[config.mk]
export PLATFORM = sky130hd
export DESIGN_NAME = ccs_clock_switchover
export DESIGN_NICKNAME = d
export VERILOG_FILES = /design/src/hdl/ccs_pkg.sv /design/src/hdl/ccs_clock_switchover.sv /design/src/hdl/ccs_cycle_counter.sv
export SDC_FILE = /design/constraint.sdc
export NUM_CORES = 1
export LEC_CHECK = 0
export ABC_AREA = 1
export BUFFER_PORTS_ARGS = -buffer_cell sky130_fd_sc_hd__buf_2
export CAP_MARGIN = 10
export CORE_MARGIN = 2
export CORE_UTILIZATION = 35
export CTS_CLUSTER_DIAMETER = 50
export DETAILED_ROUTE_END_ITERATION = 12
export REMOVE_ABC_BUFFERS = 1
export SLEW_MARGIN = 0
export SYNTH_ARGS = -nofsm -noshare
export SYNTH_HDL_FRONTEND = slang
export SYNTH_SLANG_ARGS = --single-unit
[constraint.sdc]
create_clock -name clk_sys -period 12.37 [get_ports clk_sys]
set_clock_uncertainty 0.05 [all_clocks]
set_input_delay 1.237 -clock clk_sys [delete_from_list [all_inputs] [get_ports clk_sys]]
set_output_delay 1.237 -clock clk_sys [all_outputs]
set_load 0.02 [all_outputs]
[src/hdl/ccs_pkg.sv]
// constants and types for the cpu clock switchover block
// What this block does
// - cpu clock chosen by division field bits 2..0 and source select bit 4
// - new settings take effect only after some instructions on the old clock
// - bit 5 reports active source: 0 main clock, 1 subsystem clock
// - main-to-main delay 16,8,4,2,1 instructions by old code; leaving subsystem takes 1
// - main-to-subsystem delay is main freq over old division and subsystem freq
// - one write may change division and move source select from 1 to 0
// - after reset, main oscillator starts and cpu waits 2^17 main clocks
// - after that wait, execution starts at slowest main rate, 3.2 us
// - clearing bit 7 restarts main oscillation
// - reset loads 04H and holds the main oscillator stopped only while reset is asserted
// - with bit 7 set, main oscillation stops only once cpu runs on subsystem
// - on subsystem clock instruction time is fixed at 122 us
package ccs_pkg;

	localparam int unsigned MAIN_FREQ_HZ   = 10_000_000;
	localparam int unsigned SUB_FREQ_HZ    = 32_768;
	localparam int unsigned STAB_EXP       = 17;
	localparam int unsigned STAB_CYCLES    = 2 ** STAB_EXP;
	localparam int unsigned STAB_W         = 18;
	localparam int unsigned DLY_W          = 8;

	// --------------------------------------------------------------
	// control register layout
	// --------------------------------------------------------------
	localparam int unsigned DIV_LSB        = 0;
	localparam int unsigned DIV_MSB        = 2;
	localparam int unsigned SRC_SEL_BIT    = 4;
	localparam int unsigned ACT_STAT_BIT   = 5;
	localparam int unsigned OSC_STOP_BIT   = 7;
	localparam logic [7:0]  CTRL_RST       = 8'h04;
	localparam logic [2:0]  DIV_SLOW       = 3'h4;
	localparam logic [4:0]  MAIN_DLY_MAX   = 5'h10;
	localparam logic [DLY_W-1:0] SUB_LEAVE_DLY = 8'h01;

	typedef logic [2:0] ccs_div_t;

	// main to subsystem delay, rounded up to whole instructions
	function automatic logic [DLY_W-1:0] ccs_sub_delay(input ccs_div_t div);
		int unsigned d;
		d = (2 << div) * SUB_FREQ_HZ;
		return DLY_W'((MAIN_FREQ_HZ + d - 1) / d);
	endfunction

endpackage

[src/hdl/ccs_clock_switchover.sv]
// cpu clock source and division switchover with oscillator control
`timescale 1ns/1ps
`default_nettype none
module ccs_clock_switchover #(
	parameter int unsigned STAB_LEN = ccs_pkg::STAB_CYCLES
) (
	input  wire logic        clk_sys,
	input  wire logic        srst,
	input  wire logic        wr_en,
	input  wire logic [7:0]  wr_data,
	input  wire logic        sub_clk_pin,
	output var  logic [7:0]  processor_clock_ctrl,
	output var  logic        cpu_clk_en,
	output var  logic        instr_tick,
	output var  logic        cpu_hold,
	output var  logic        main_osc_run,
	output var  logic        active_clock_status
);
	import ccs_pkg::*;

	// --------------------------------------------------------------
	// state
	// --------------------------------------------------------------
	ccs_div_t            cpu_div_sel, next_cpu_div_sel;
	logic                clock_source_select, next_clock_source_select;
	logic                main_osc_stop_ctrl, next_main_osc_stop_ctrl;
	ccs_div_t            act_div, next_act_div;
	logic                act_src, next_act_src;
	logic                pend, next_pend;
	logic [4:0]          pcnt, next_pcnt;
	logic                phase, next_phase;
	logic                sub_half, next_sub_half;
	logic                next_cpu_clk_en, next_instr_tick, next_main_osc_run;
	logic [2:0]          sub_sync;
	logic                sub_edge;
	logic [STAB_W-1:0]   stab_cnt;
	logic                stab_zero;
	logic [DLY_W-1:0]    sw_cnt;
	logic [DLY_W-1:0]    sw_load_val;
	logic                sw_load, sw_dec, sw_apply;
	ccs_div_t            ediv, wr_div;
	logic                wr_css, wr_change;
	logic [4:0]          pcnt_lim;

	// --------------------------------------------------------------
	// subsystem clock pin sync and edge
	// --------------------------------------------------------------
	always_ff @(posedge clk_sys)
	begin
		if (srst)
		begin
			sub_sync <= 3'h0;
		end
		else
		begin
			sub_sync <= {sub_sync[1:0], sub_clk_pin};
		end
	end

	// only the second and third stages feed logic
	assign sub_edge = sub_sync[1] & ~sub_sync[2];

	// --------------------------------------------------------------
	// waits
	// --------------------------------------------------------------
	ccs_cycle_counter #(
		.WIDTH   (STAB_W),
		.RST_VAL (STAB_W'(STAB_LEN))
	) u_stab (
		.clk_sys  (clk_sys),
		.srst     (srst),
		.load     (1'b0),
		.load_val ('0),
		.dec_en   (1'b1),
		.count    (stab_cnt),
		.zero     (stab_zero)
	);

	ccs_cycle_counter #(
		.WIDTH   (DLY_W),
		.RST_VAL ('0)
	) u_sw (
		.clk_sys  (clk_sys),
		.srst     (srst),
		.load     (sw_load),
		.load_val (sw_load_val),
		.dec_en   (sw_dec),
		.count    (sw_cnt),
		.zero     ()
	);

	// --------------------------------------------------------------
	// next state
	// --------------------------------------------------------------
	// reserved codes run at the slowest rate rather than stopping the cpu
	assign ediv      = (act_div > DIV_SLOW) ? DIV_SLOW : act_div;
	assign pcnt_lim  = 5'((1 << ediv) - 1);
	assign wr_div    = wr_data[DIV_MSB:DIV_LSB];
	assign wr_css    = wr_data[SRC_SEL_BIT];
	assign wr_change = wr_en && (wr_div != act_div || wr_css != act_src);
	assign sw_load   = wr_change;
	assign sw_dec    = pend && instr_tick;
	assign sw_apply  = pend && instr_tick && sw_cnt == DLY_W'(1) && !wr_change;

	always_comb
	begin
		sw_load_val = DLY_W'(MAIN_DLY_MAX >> ediv);
		if (act_src)
		begin
			sw_load_val = SUB_LEAVE_DLY;
		end
		else if (wr_css)
		begin
			sw_load_val = ccs_sub_delay(ediv);
		end
	end

	always_comb
	begin
		next_cpu_div_sel         = cpu_div_sel;
		next_clock_source_select = clock_source_select;
		next_main_osc_stop_ctrl  = main_osc_stop_ctrl;
		next_act_div             = act_div;
		next_act_src             = act_src;
		next_pend                = pend;
		next_pcnt                = pcnt;
		next_phase               = phase;
		next_sub_half            = sub_half;
		next_cpu_clk_en          = 1'b0;
		next_instr_tick          = 1'b0;
		if (wr_en)
		begin
			// division and source may change together either way
			next_cpu_div_sel         = wr_div;
			next_clock_source_select = wr_css;
			next_main_osc_stop_ctrl  = wr_data[OSC_STOP_BIT];
		end
		if (wr_change)
		begin
			next_pend = 1'b1;
		end
		else if (sw_apply)
		begin
			next_pend    = 1'b0;
			next_act_div = cpu_div_sel;
			next_act_src = clock_source_select;
			next_pcnt    = 5'h0;
			next_phase   = 1'b0;
		end
		if (sub_edge)
		begin
			next_sub_half = ~sub_half;
		end
		if (!cpu_hold && !sw_apply)
		begin
			if (act_src)
			begin
				// fixed rate regardless of division field
				next_cpu_clk_en = sub_edge && sub_half;
			end
			else if (pcnt == pcnt_lim)
			begin
				next_cpu_clk_en = 1'b1;
				next_pcnt       = 5'h0;
			end
			else
			begin
				next_pcnt = pcnt + 5'h1;
			end
			if (next_cpu_clk_en)
			begin
				next_phase      = ~phase;
				next_instr_tick = phase;
			end
		end
		// stop only once the cpu has really left the main clock
		next_main_osc_run = !(next_main_osc_stop_ctrl && next_act_src);
	end

	// --------------------------------------------------------------
	// registers
	// --------------------------------------------------------------
	always_ff @(posedge clk_sys)
	begin
		if (srst)
		begin
			cpu_div_sel          <= CTRL_RST[DIV_MSB:DIV_LSB];
			clock_source_select  <= CTRL_RST[SRC_SEL_BIT];
			main_osc_stop_ctrl   <= CTRL_RST[OSC_STOP_BIT];
			act_div              <= DIV_SLOW;
			act_src              <= 1'b0;
			pend                 <= 1'b0;
			pcnt                 <= 5'h0;
			phase                <= 1'b0;
			sub_half             <= 1'b0;
			cpu_clk_en           <= 1'b0;
			instr_tick           <= 1'b0;
			cpu_hold             <= 1'b1;
			main_osc_run         <= 1'b0;
			active_clock_status  <= 1'b0;
			processor_clock_ctrl <= CTRL_RST;
		end
		else
		begin
			cpu_div_sel          <= next_cpu_div_sel;
			clock_source_select  <= next_clock_source_select;
			main_osc_stop_ctrl   <= next_main_osc_stop_ctrl;
			act_div              <= next_act_div;
			act_src              <= next_act_src;
			pend                 <= next_pend;
			pcnt                 <= next_pcnt;
			phase                <= next_phase;
			sub_half             <= next_sub_half;
			cpu_clk_en           <= next_cpu_clk_en;
			instr_tick           <= next_instr_tick;
			cpu_hold             <= !stab_zero;
			main_osc_run         <= next_main_osc_run;
			active_clock_status  <= next_act_src;
			processor_clock_ctrl <= {next_main_osc_stop_ctrl, 1'b0, next_act_src,
				next_clock_source_select, 1'b0, next_cpu_div_sel};
		end
	end
endmodule
`default_nettype wire

[src/hdl/ccs_cycle_counter.sv]
// down counter with load, used for stabilization and switchover waits
`timescale 1ns/1ps
`default_nettype none
module ccs_cycle_counter #(
	parameter int unsigned         WIDTH   = 8,
	parameter logic [WIDTH-1:0]    RST_VAL = '0
) (
	input  wire logic              clk_sys,
	input  wire logic              srst,
	input  wire logic              load,
	input  wire logic [WIDTH-1:0]  load_val,
	input  wire logic              dec_en,
	output var  logic [WIDTH-1:0]  count,
	output var  logic              zero
);

	logic [WIDTH-1:0] next_count;

	always_comb
	begin
		next_count = count;
		if (load)
		begin
			next_count = load_val;
		end
		else if (dec_en && count != '0)
		begin
			next_count = count - WIDTH'(1);
		end
	end

	always_ff @(posedge clk_sys)
	begin
		if (srst)
		begin
			count <= RST_VAL;
		end
		else
		begin
			count <= next_count;
		end
	end

	assign zero = (count == '0);

endmodule
`default_nettype wire

==> results.yml, run 1 <==
outcome:
  status: "complete, no violations"
synthesis:
  synthArstFlopShare_pct: 0
  synth_edf_count: 0
  ys_types: 58
  ys.flop_type: "dfxtp_1"
  synth_area_per_cell_um2: 6.28
  postSynthCellCount: 937
  ys_ff_latch: 50
  ys.warnings.count: 0
  syn_area_um2: 5890
  ys_seq_area_share_pct: 17.0
global_routing:
  grt_start_max_net_pins: 29
  grt_pass1_wl_um: 24600
  overflow: 0
  grtUsageTotal_pct: 16.1
  grt_pass1_vias: 5463
  antenna_found_initial: 0
setup_path:
  regToRegEndpoint: "u_sw.count[0]"
  cp.required_ns: 12.47
  cp-end-kind: "flop"
  path_max_fanout: 14
  reg2regPathDepth: 63
  startpoint: "act_div[2]"
  arrival_ns: 10.81
  r2r_setup_slack_ns: 1.66
  r2r-start: "act_div[2]"
  crit_slowest_cell: "dfxtp_1"
  worstSetupPathType: "reg -> reg"
  setup.worst_path.end: "u_sw.count[0]"
  slowest_delay_ns: 0.58
  cp-start-kind: "flop"
sta:
  grt_setup_unrepaired: "false"
  post-route-min-period_ns: 10.71
  setup_ws_ns: 1.66
  fin_worst_hold_slack_ns: 0.356
  max_freq_mhz: 93.4
  hold_violations: 0
  maxSlewHeadroom_pct: 59.7
  worst_pin_slew_ns: 0.604
  setup_viol: 0
  tns_ns: 0
  slew_viol_final: 0
  fin_crit_sh_pct: 86.6
placement:
  io_buffers: 19
  hpwl_um: 10800
  gp_congestion: 0.819
  preCtsSetupSlack_ns: 1.72
  dpl_cell_area_um2: 6280
drt:
  met2_length_um: 6140
  highest_layer: "met4"
  drt-met1-wl_um: 7320
  vias_per_cell: 4.78
  drtIter0Drc: 236
  met3_length_um: 361
  drc_errors: 0
  wl_um: 13900
  ant_nets: 0
  vias: 5731
  wire_per_inst_um: 11.6
  firstDrtPassIters: 5
clock_network:
  cts_max_level: 2
  cts_resized: 0
  clk_latency_ns: 0.29
  ctsRootBufferMaster: "clkbuf_16"
  cts_tree: "done"
  clkSlewWorstSetupHoldPaths_ns: 0.07
  postCtsSetupRepairBufs: 0
  cts_buffers: 5
  hold_buffers: 0
  numClockSinks: 50
  cts_max_path_buffers: 2
finish:
  drive_gt1_share_pct: 10.0
  multiInputGateArea_um2: 4290
  seqCellArea_um2: 1000
  nNetsFinal: 1055
  area_growth_pct: 9.71
  antenna_cells: 0
  num-fill-cells: 1789
  final_cell_mix: "nand2_1 (176), inv_1 (141), nor2_1 (109)"
  final_common_cell: "nand2_1"
  design_area_um2: 6460
die:
  num_rows: 47
  design.portCount: 25
  chipHeight_um: 134
  die_w_um: 134
  fp.dieArea_um2: 17900
  core_area_um2: 16500
  start_util_pct: 35.6
worst_hold_path:
  hold_path_class: "reg -> reg"
power_and_ir_drop:
  total_power_uw: 579
  vdd_drop_max_mv: 0.115
  p_leak_uw: 0.00342
  power_density_nw_per_um2: 89.7
run:
  drv_cap: 0
## stage by stage
step,util (%),instances
floorplan,-,948
global placement,38.0,1190
detailed placement,38.0,1190
CTS,39.1,1198
global route,39.1,1198
finish,39.1,1198
## area by class of cell
| class | instances | area share (%) |
|---|---|---|
| clock inverter | 3 | 0.756 |
| tap | 220 | 4.26 |
| multi-input combinational | 740 | 66.5 |
| sequential | 50 | 15.5 |
| clock buffer | 5 | 1.94 |
| inverter | 158 | 9.26 |
| timing repair buffer | 22 | 1.82 |
## metal layers
layer / global-route usage [%] / vias to the layer above
li1: - / 3116
met1: 22.9 / 2543
met2: 27.3 / 68
met3: 1.22 / 4
met4: 2.48 / 0
met5: 0 / -
## kinds of logic (layout without fill, tap and decap cells)
logic type | Yosys count | after routing | synth area share (%)
simple gates | 446 | 446 | 35.9
compound gates | 159 | 159 | 15.5
buf+inv | 177 | 188 | 12.0
fa+ha+maj | 66 | 66 | 14.0
flops | 50 | 50 | 17.0
xor+xnor | 36 | 36 | 5.36
mux | 1 | 1 | 0.170
other cells | 2 | 32 | 0.128
## synth_stat cells, types with 5 or more instances
master / instances / share of area, %
nor2_1: 109 / 7.0
ha_1: 66 / 14
a21oi_1: 59 / 5.0
o21ai_0: 53 / 4.5
inv_2: 13 / 0.83
a31oi_1: 10 / 1.1
nand2_1: 176 / 11
buf_4: 5 / 0.64
nor4_1: 9 / 0.96
xor2_1: 20 / 3.0
dfxtp_1: 50 / 17
o21ai_1: 6 / 0.51
nor3_1: 13 / 1.1
nand4_1: 11 / 1.2
nor2_4: 7 / 1.3
xnor2_1: 16 / 2.4
inv_1: 141 / 9.0
nand2_2: 20 / 2.1
nand3_1: 68 / 5.8
clkbuf_1: 9 / 0.57
## worst max-delay path, delay by kind of cell, from the launching register on
kind,cells,cell delay (ns)
simple gates,26,3.98
flops,1,0.58
fa+ha+maj,6,1.91
compound gates,18,2.55
buf+inv,13,1.48
## sequential cells by signal (all words and copies together), names as in the netlist
name,count
act_div,3
cpu_clk_en,1
cpu_hold,1
instr_tick,1
main_osc_run,1
pcnt,5
pend,1
phase,1
processor_clock_ctrl,6
sub_half,1
sub_sync,3
u_stab.count,18
u_sw.count,8
## worst min-delay path by stage
stage / startpoint / to / slack, ns / cells past startpoint
3_5_place_dp: sub_sync[0] / sub_sync[1] / 0.35 / 2
3_3_place_gp: sub_sync[0] / sub_sync[1] / 0.35 / 2
2_1_floorplan: sub_sync[0] / sub_sync[1] / 0.34 / 2
6_report: sub_sync[0] / sub_sync[1] / 0.36 / 2
5_1_grt: sub_sync[0] / sub_sync[1] / 0.40 / 2
4_1_cts: sub_sync[0] / sub_sync[1] / 0.36 / 2
## report_power, final
group / switching [µW] / internal [µW]
clock network: 62.2 / 96.8
registers: 29.3 / 193
logic: 125 / 73.1
total: 217 / 363
Note: power is estimated with default switching activity, not from simulation.
==> inputs of run 2 (changes only) <==
Settings changed: SYNTH_HIERARCHICAL set to 1.
==> run 2 against run 1 <==
  * The flow now finishes with violations (design-rule violations)
  * Count of clock-buffer cells in the layout is 1 higher
  * Largest cell class unchanged
  * Largest power group unchanged
  * Final area is 9.7% higher
  * Non-clock buffer count down 1
  * Clock power hardly changed
==> results.yml, run 2 <==
sta:
  setup_viol: 0
  setup_ws_ns: 2.17
  worst_pin_slew_ns: 0.654
  fin_crit_sh_pct: 82.4
  tns_ns: 0
  maxSlewHeadroom_pct: 56.4
  max_freq_mhz: 98.1
  slew_viol_final: 0
  grt_setup_unrepaired: "false"
  hold_violations: 0
  post-route-min-period_ns: 10.20
global_routing:
  grt_pass1_wl_um: 28500
  grt_pass1_vias: 5973
  antenna_found_initial: 0
  grt_start_max_net_pins: 33
  overflow: 0
  grtUsageTotal_pct: 17.2
die:
  core_area_um2: 18100
  num_rows: 49
  die_w_um: 140
  start_util_pct: 35.8
  design.portCount: 25
  fp.dieArea_um2: 19600
  chipHeight_um: 140
placement:
  gp_congestion: 0.837
  hpwl_um: 12600
  placed_cells: 1347
  io_buffers: 19
  preCtsSetupSlack_ns: 2.26
synthesis:
  ys_types: 52
  postSynthCellCount: 1069
  synth.most_common_cell: "nand2_1"
  ys.warnings.count: 6
  ys.flop_type: "dfxtp_1"
  synth_area_leaders: "dfxtp_1 (15%), nand2_1 (15%), ha_1 (13%)"
  synth_top_area_cell: "dfxtp_1"
  synth_common_cells: "nand2_1 (262), inv_1 (145), nor2_1 (106), nand3_1 (102), ha_1 (66)"
  ys_ff_latch: 50
  synth_area_per_cell_um2: 6.06
  synth_edf_count: 0
  ys_seq_area_share_pct: 15.5
  synth_top_area_share_pct: 15.5
  syn_area_um2: 6480
  synthArstFlopShare_pct: 0
clock_network:
  cts_tree: "done"
  numClockSinks: 50
  clkSlewWorstSetupHoldPaths_ns: 0.07
  clk_latency_ns: 0.30
  hold_buffers: 0
  cts_buffers: 5
  ctsRootBufferMaster: "clkbuf_16"
  postCtsSetupRepairBufs: 0
  cts_max_path_buffers: 2
  cts_max_level: 2
  cts_resized: 0
setup_path:
  regToRegEndpoint: "u_sw/count[0]"
  cp-start-kind: "flop"
  cp.buffers_inverters: 8
  r2r-start: "act_div[2]"
  slowest_delay_ns: 0.49
  r2r_setup_slack_ns: 2.17
  critical_path.top_delay_family: "compound AO/OA/AOI/OAI gates"
  reg2regPathDepth: 54
  cp-end-kind: "flop"
  worstSetupPathType: "reg -> reg"
  arrival_ns: 10.34
  cpMostUsedCell: "nand2_1"
  crit_slowest_cell: "a21oi_1"
  cp.required_ns: 12.51
  path_max_fanout: 16
finish:
  largestRegisters: "u_stab/count: 18 flops, u_sw/count: 8 flops, processor_clock_ctrl: 6 flops"
  num-fill-cells: 2018
  drive_gt1_share_pct: 9.69
  nNetsFinal: 1203
  final_cell_mix: "nand2_1 (262), inv_1 (145), nor2_1 (106)"
  top_register: "u_stab/count"
  antenna_cells: 0
  area_growth_pct: 9.41
  final_common_cell: "nand2_1"
  final_cells: 1354
  largest_register_ffs: 18
drt:
  vias_per_cell: 4.84
  drtIter0Drc: 399
  wl_um: 16500
  wire_per_inst_um: 12.2
  firstDrtPassIters: 9
  vias: 6558
  ant_nets: 0
  drc_errors: 2
outcome:
  status: "finished with violations"
  violations: "design-rule violations"
run:
  drv_cap: 0
power_and_ir_drop:
  vdd_drop_max_mv: 0.0566
  p_leak_uw: 0.00385
  power_density_nw_per_um2: 63.0
worst_hold_path:
  hold_start: "sub_sync[0]"
  hold_path_class: "reg -> reg"
  min_to: "sub_sync[1]"
  worstHoldPathCells: 2
==> run 2: stage by stage <==
stage | utilization [%] | cell area (µm²) | hold slack [ns] | power (µW)
finish | 39.2 | 7090 | 0.366 | 446
global route | 39.2 | 7090 | 0.395 | 476
CTS | 39.2 | 7090 | 0.372 | 450
detailed placement | 38.2 | 6920 | 0.362 | 286
global placement | 38.2 | 6920 | 0.352 | 285
floorplan | - | 6520 | 0.338 | 263
==> run 2: how the worst max path moves through the flow <==
stage                           from       endpoint  slack (ns)  cells after the start
after detailed placement  act_div[2]  u_sw/count[0]        2.26                     54
after global placement    act_div[2]  u_sw/count[0]        2.24                     54
after global routing      act_div[2]  u_sw/count[0]        1.01                     56
after CTS                 act_div[2]  u_sw/count[0]        2.19                     56
final                     act_div[2]  u_sw/count[0]        2.17                     54
after floorplan           act_div[2]  u_sw/count[0]        3.96                     53
==> run 2: kinds of logic after synthesis <==
family	count (synthesis)	share of synthesized area, %
buf+inv	187	11.8
mux	1	0.155
other cells	2	0.116
compound gates	170	14.9
flops	50	15.5
xor+xnor	26	3.52
fa+ha+maj	66	12.7
simple gates	567	41.3
==> run 2: area by class of cell <==
type	count	area, µm²	area share [%]
Clock inverter	1	30.0	0.424
Sequential cell	50	1000	14.1
Tap cell	229	287	4.04
Clock buffer	6	139	1.96
Multi-Input combinational cell	885	4910	69.3
Timing Repair Buffer	21	110	1.55
Inverter	162	612	8.63
==> run 2: worst register-to-register path, delay by kind of cell, from the launching register on <==
family,cells,cell delay (ns)
AO/OA/AOI/OAI,17,3.58
adder cells (fa/ha/maj),6,1.92
buffers and inverters,8,1.35
flip-flops,1,0.30
AND/OR/NAND/NOR,23,2.92
==> run 2: report_power, final <==
| part | switching [µW] | internal (µW) | total [µW] |
|---|---|---|---|
| combinational | 68.3 | 37.0 | 105 |
| clock | 62.3 | 100 | 162 |
| sequential | 9.21 | 170 | 179 |
| total | 140 | 307 | 446 |
==> run 2: routing by layer <==
layer / vias to the layer above / global-route usage, % / wire length [µm]
met3: 16 / 2.32 / 496
met5: - / 0 / 0
li1: 3552 / - / -
met2: 84 / 28.6 / 7500
met1: 2906 / 23.9 / 8290
met4: 0 / 3.72 / 228
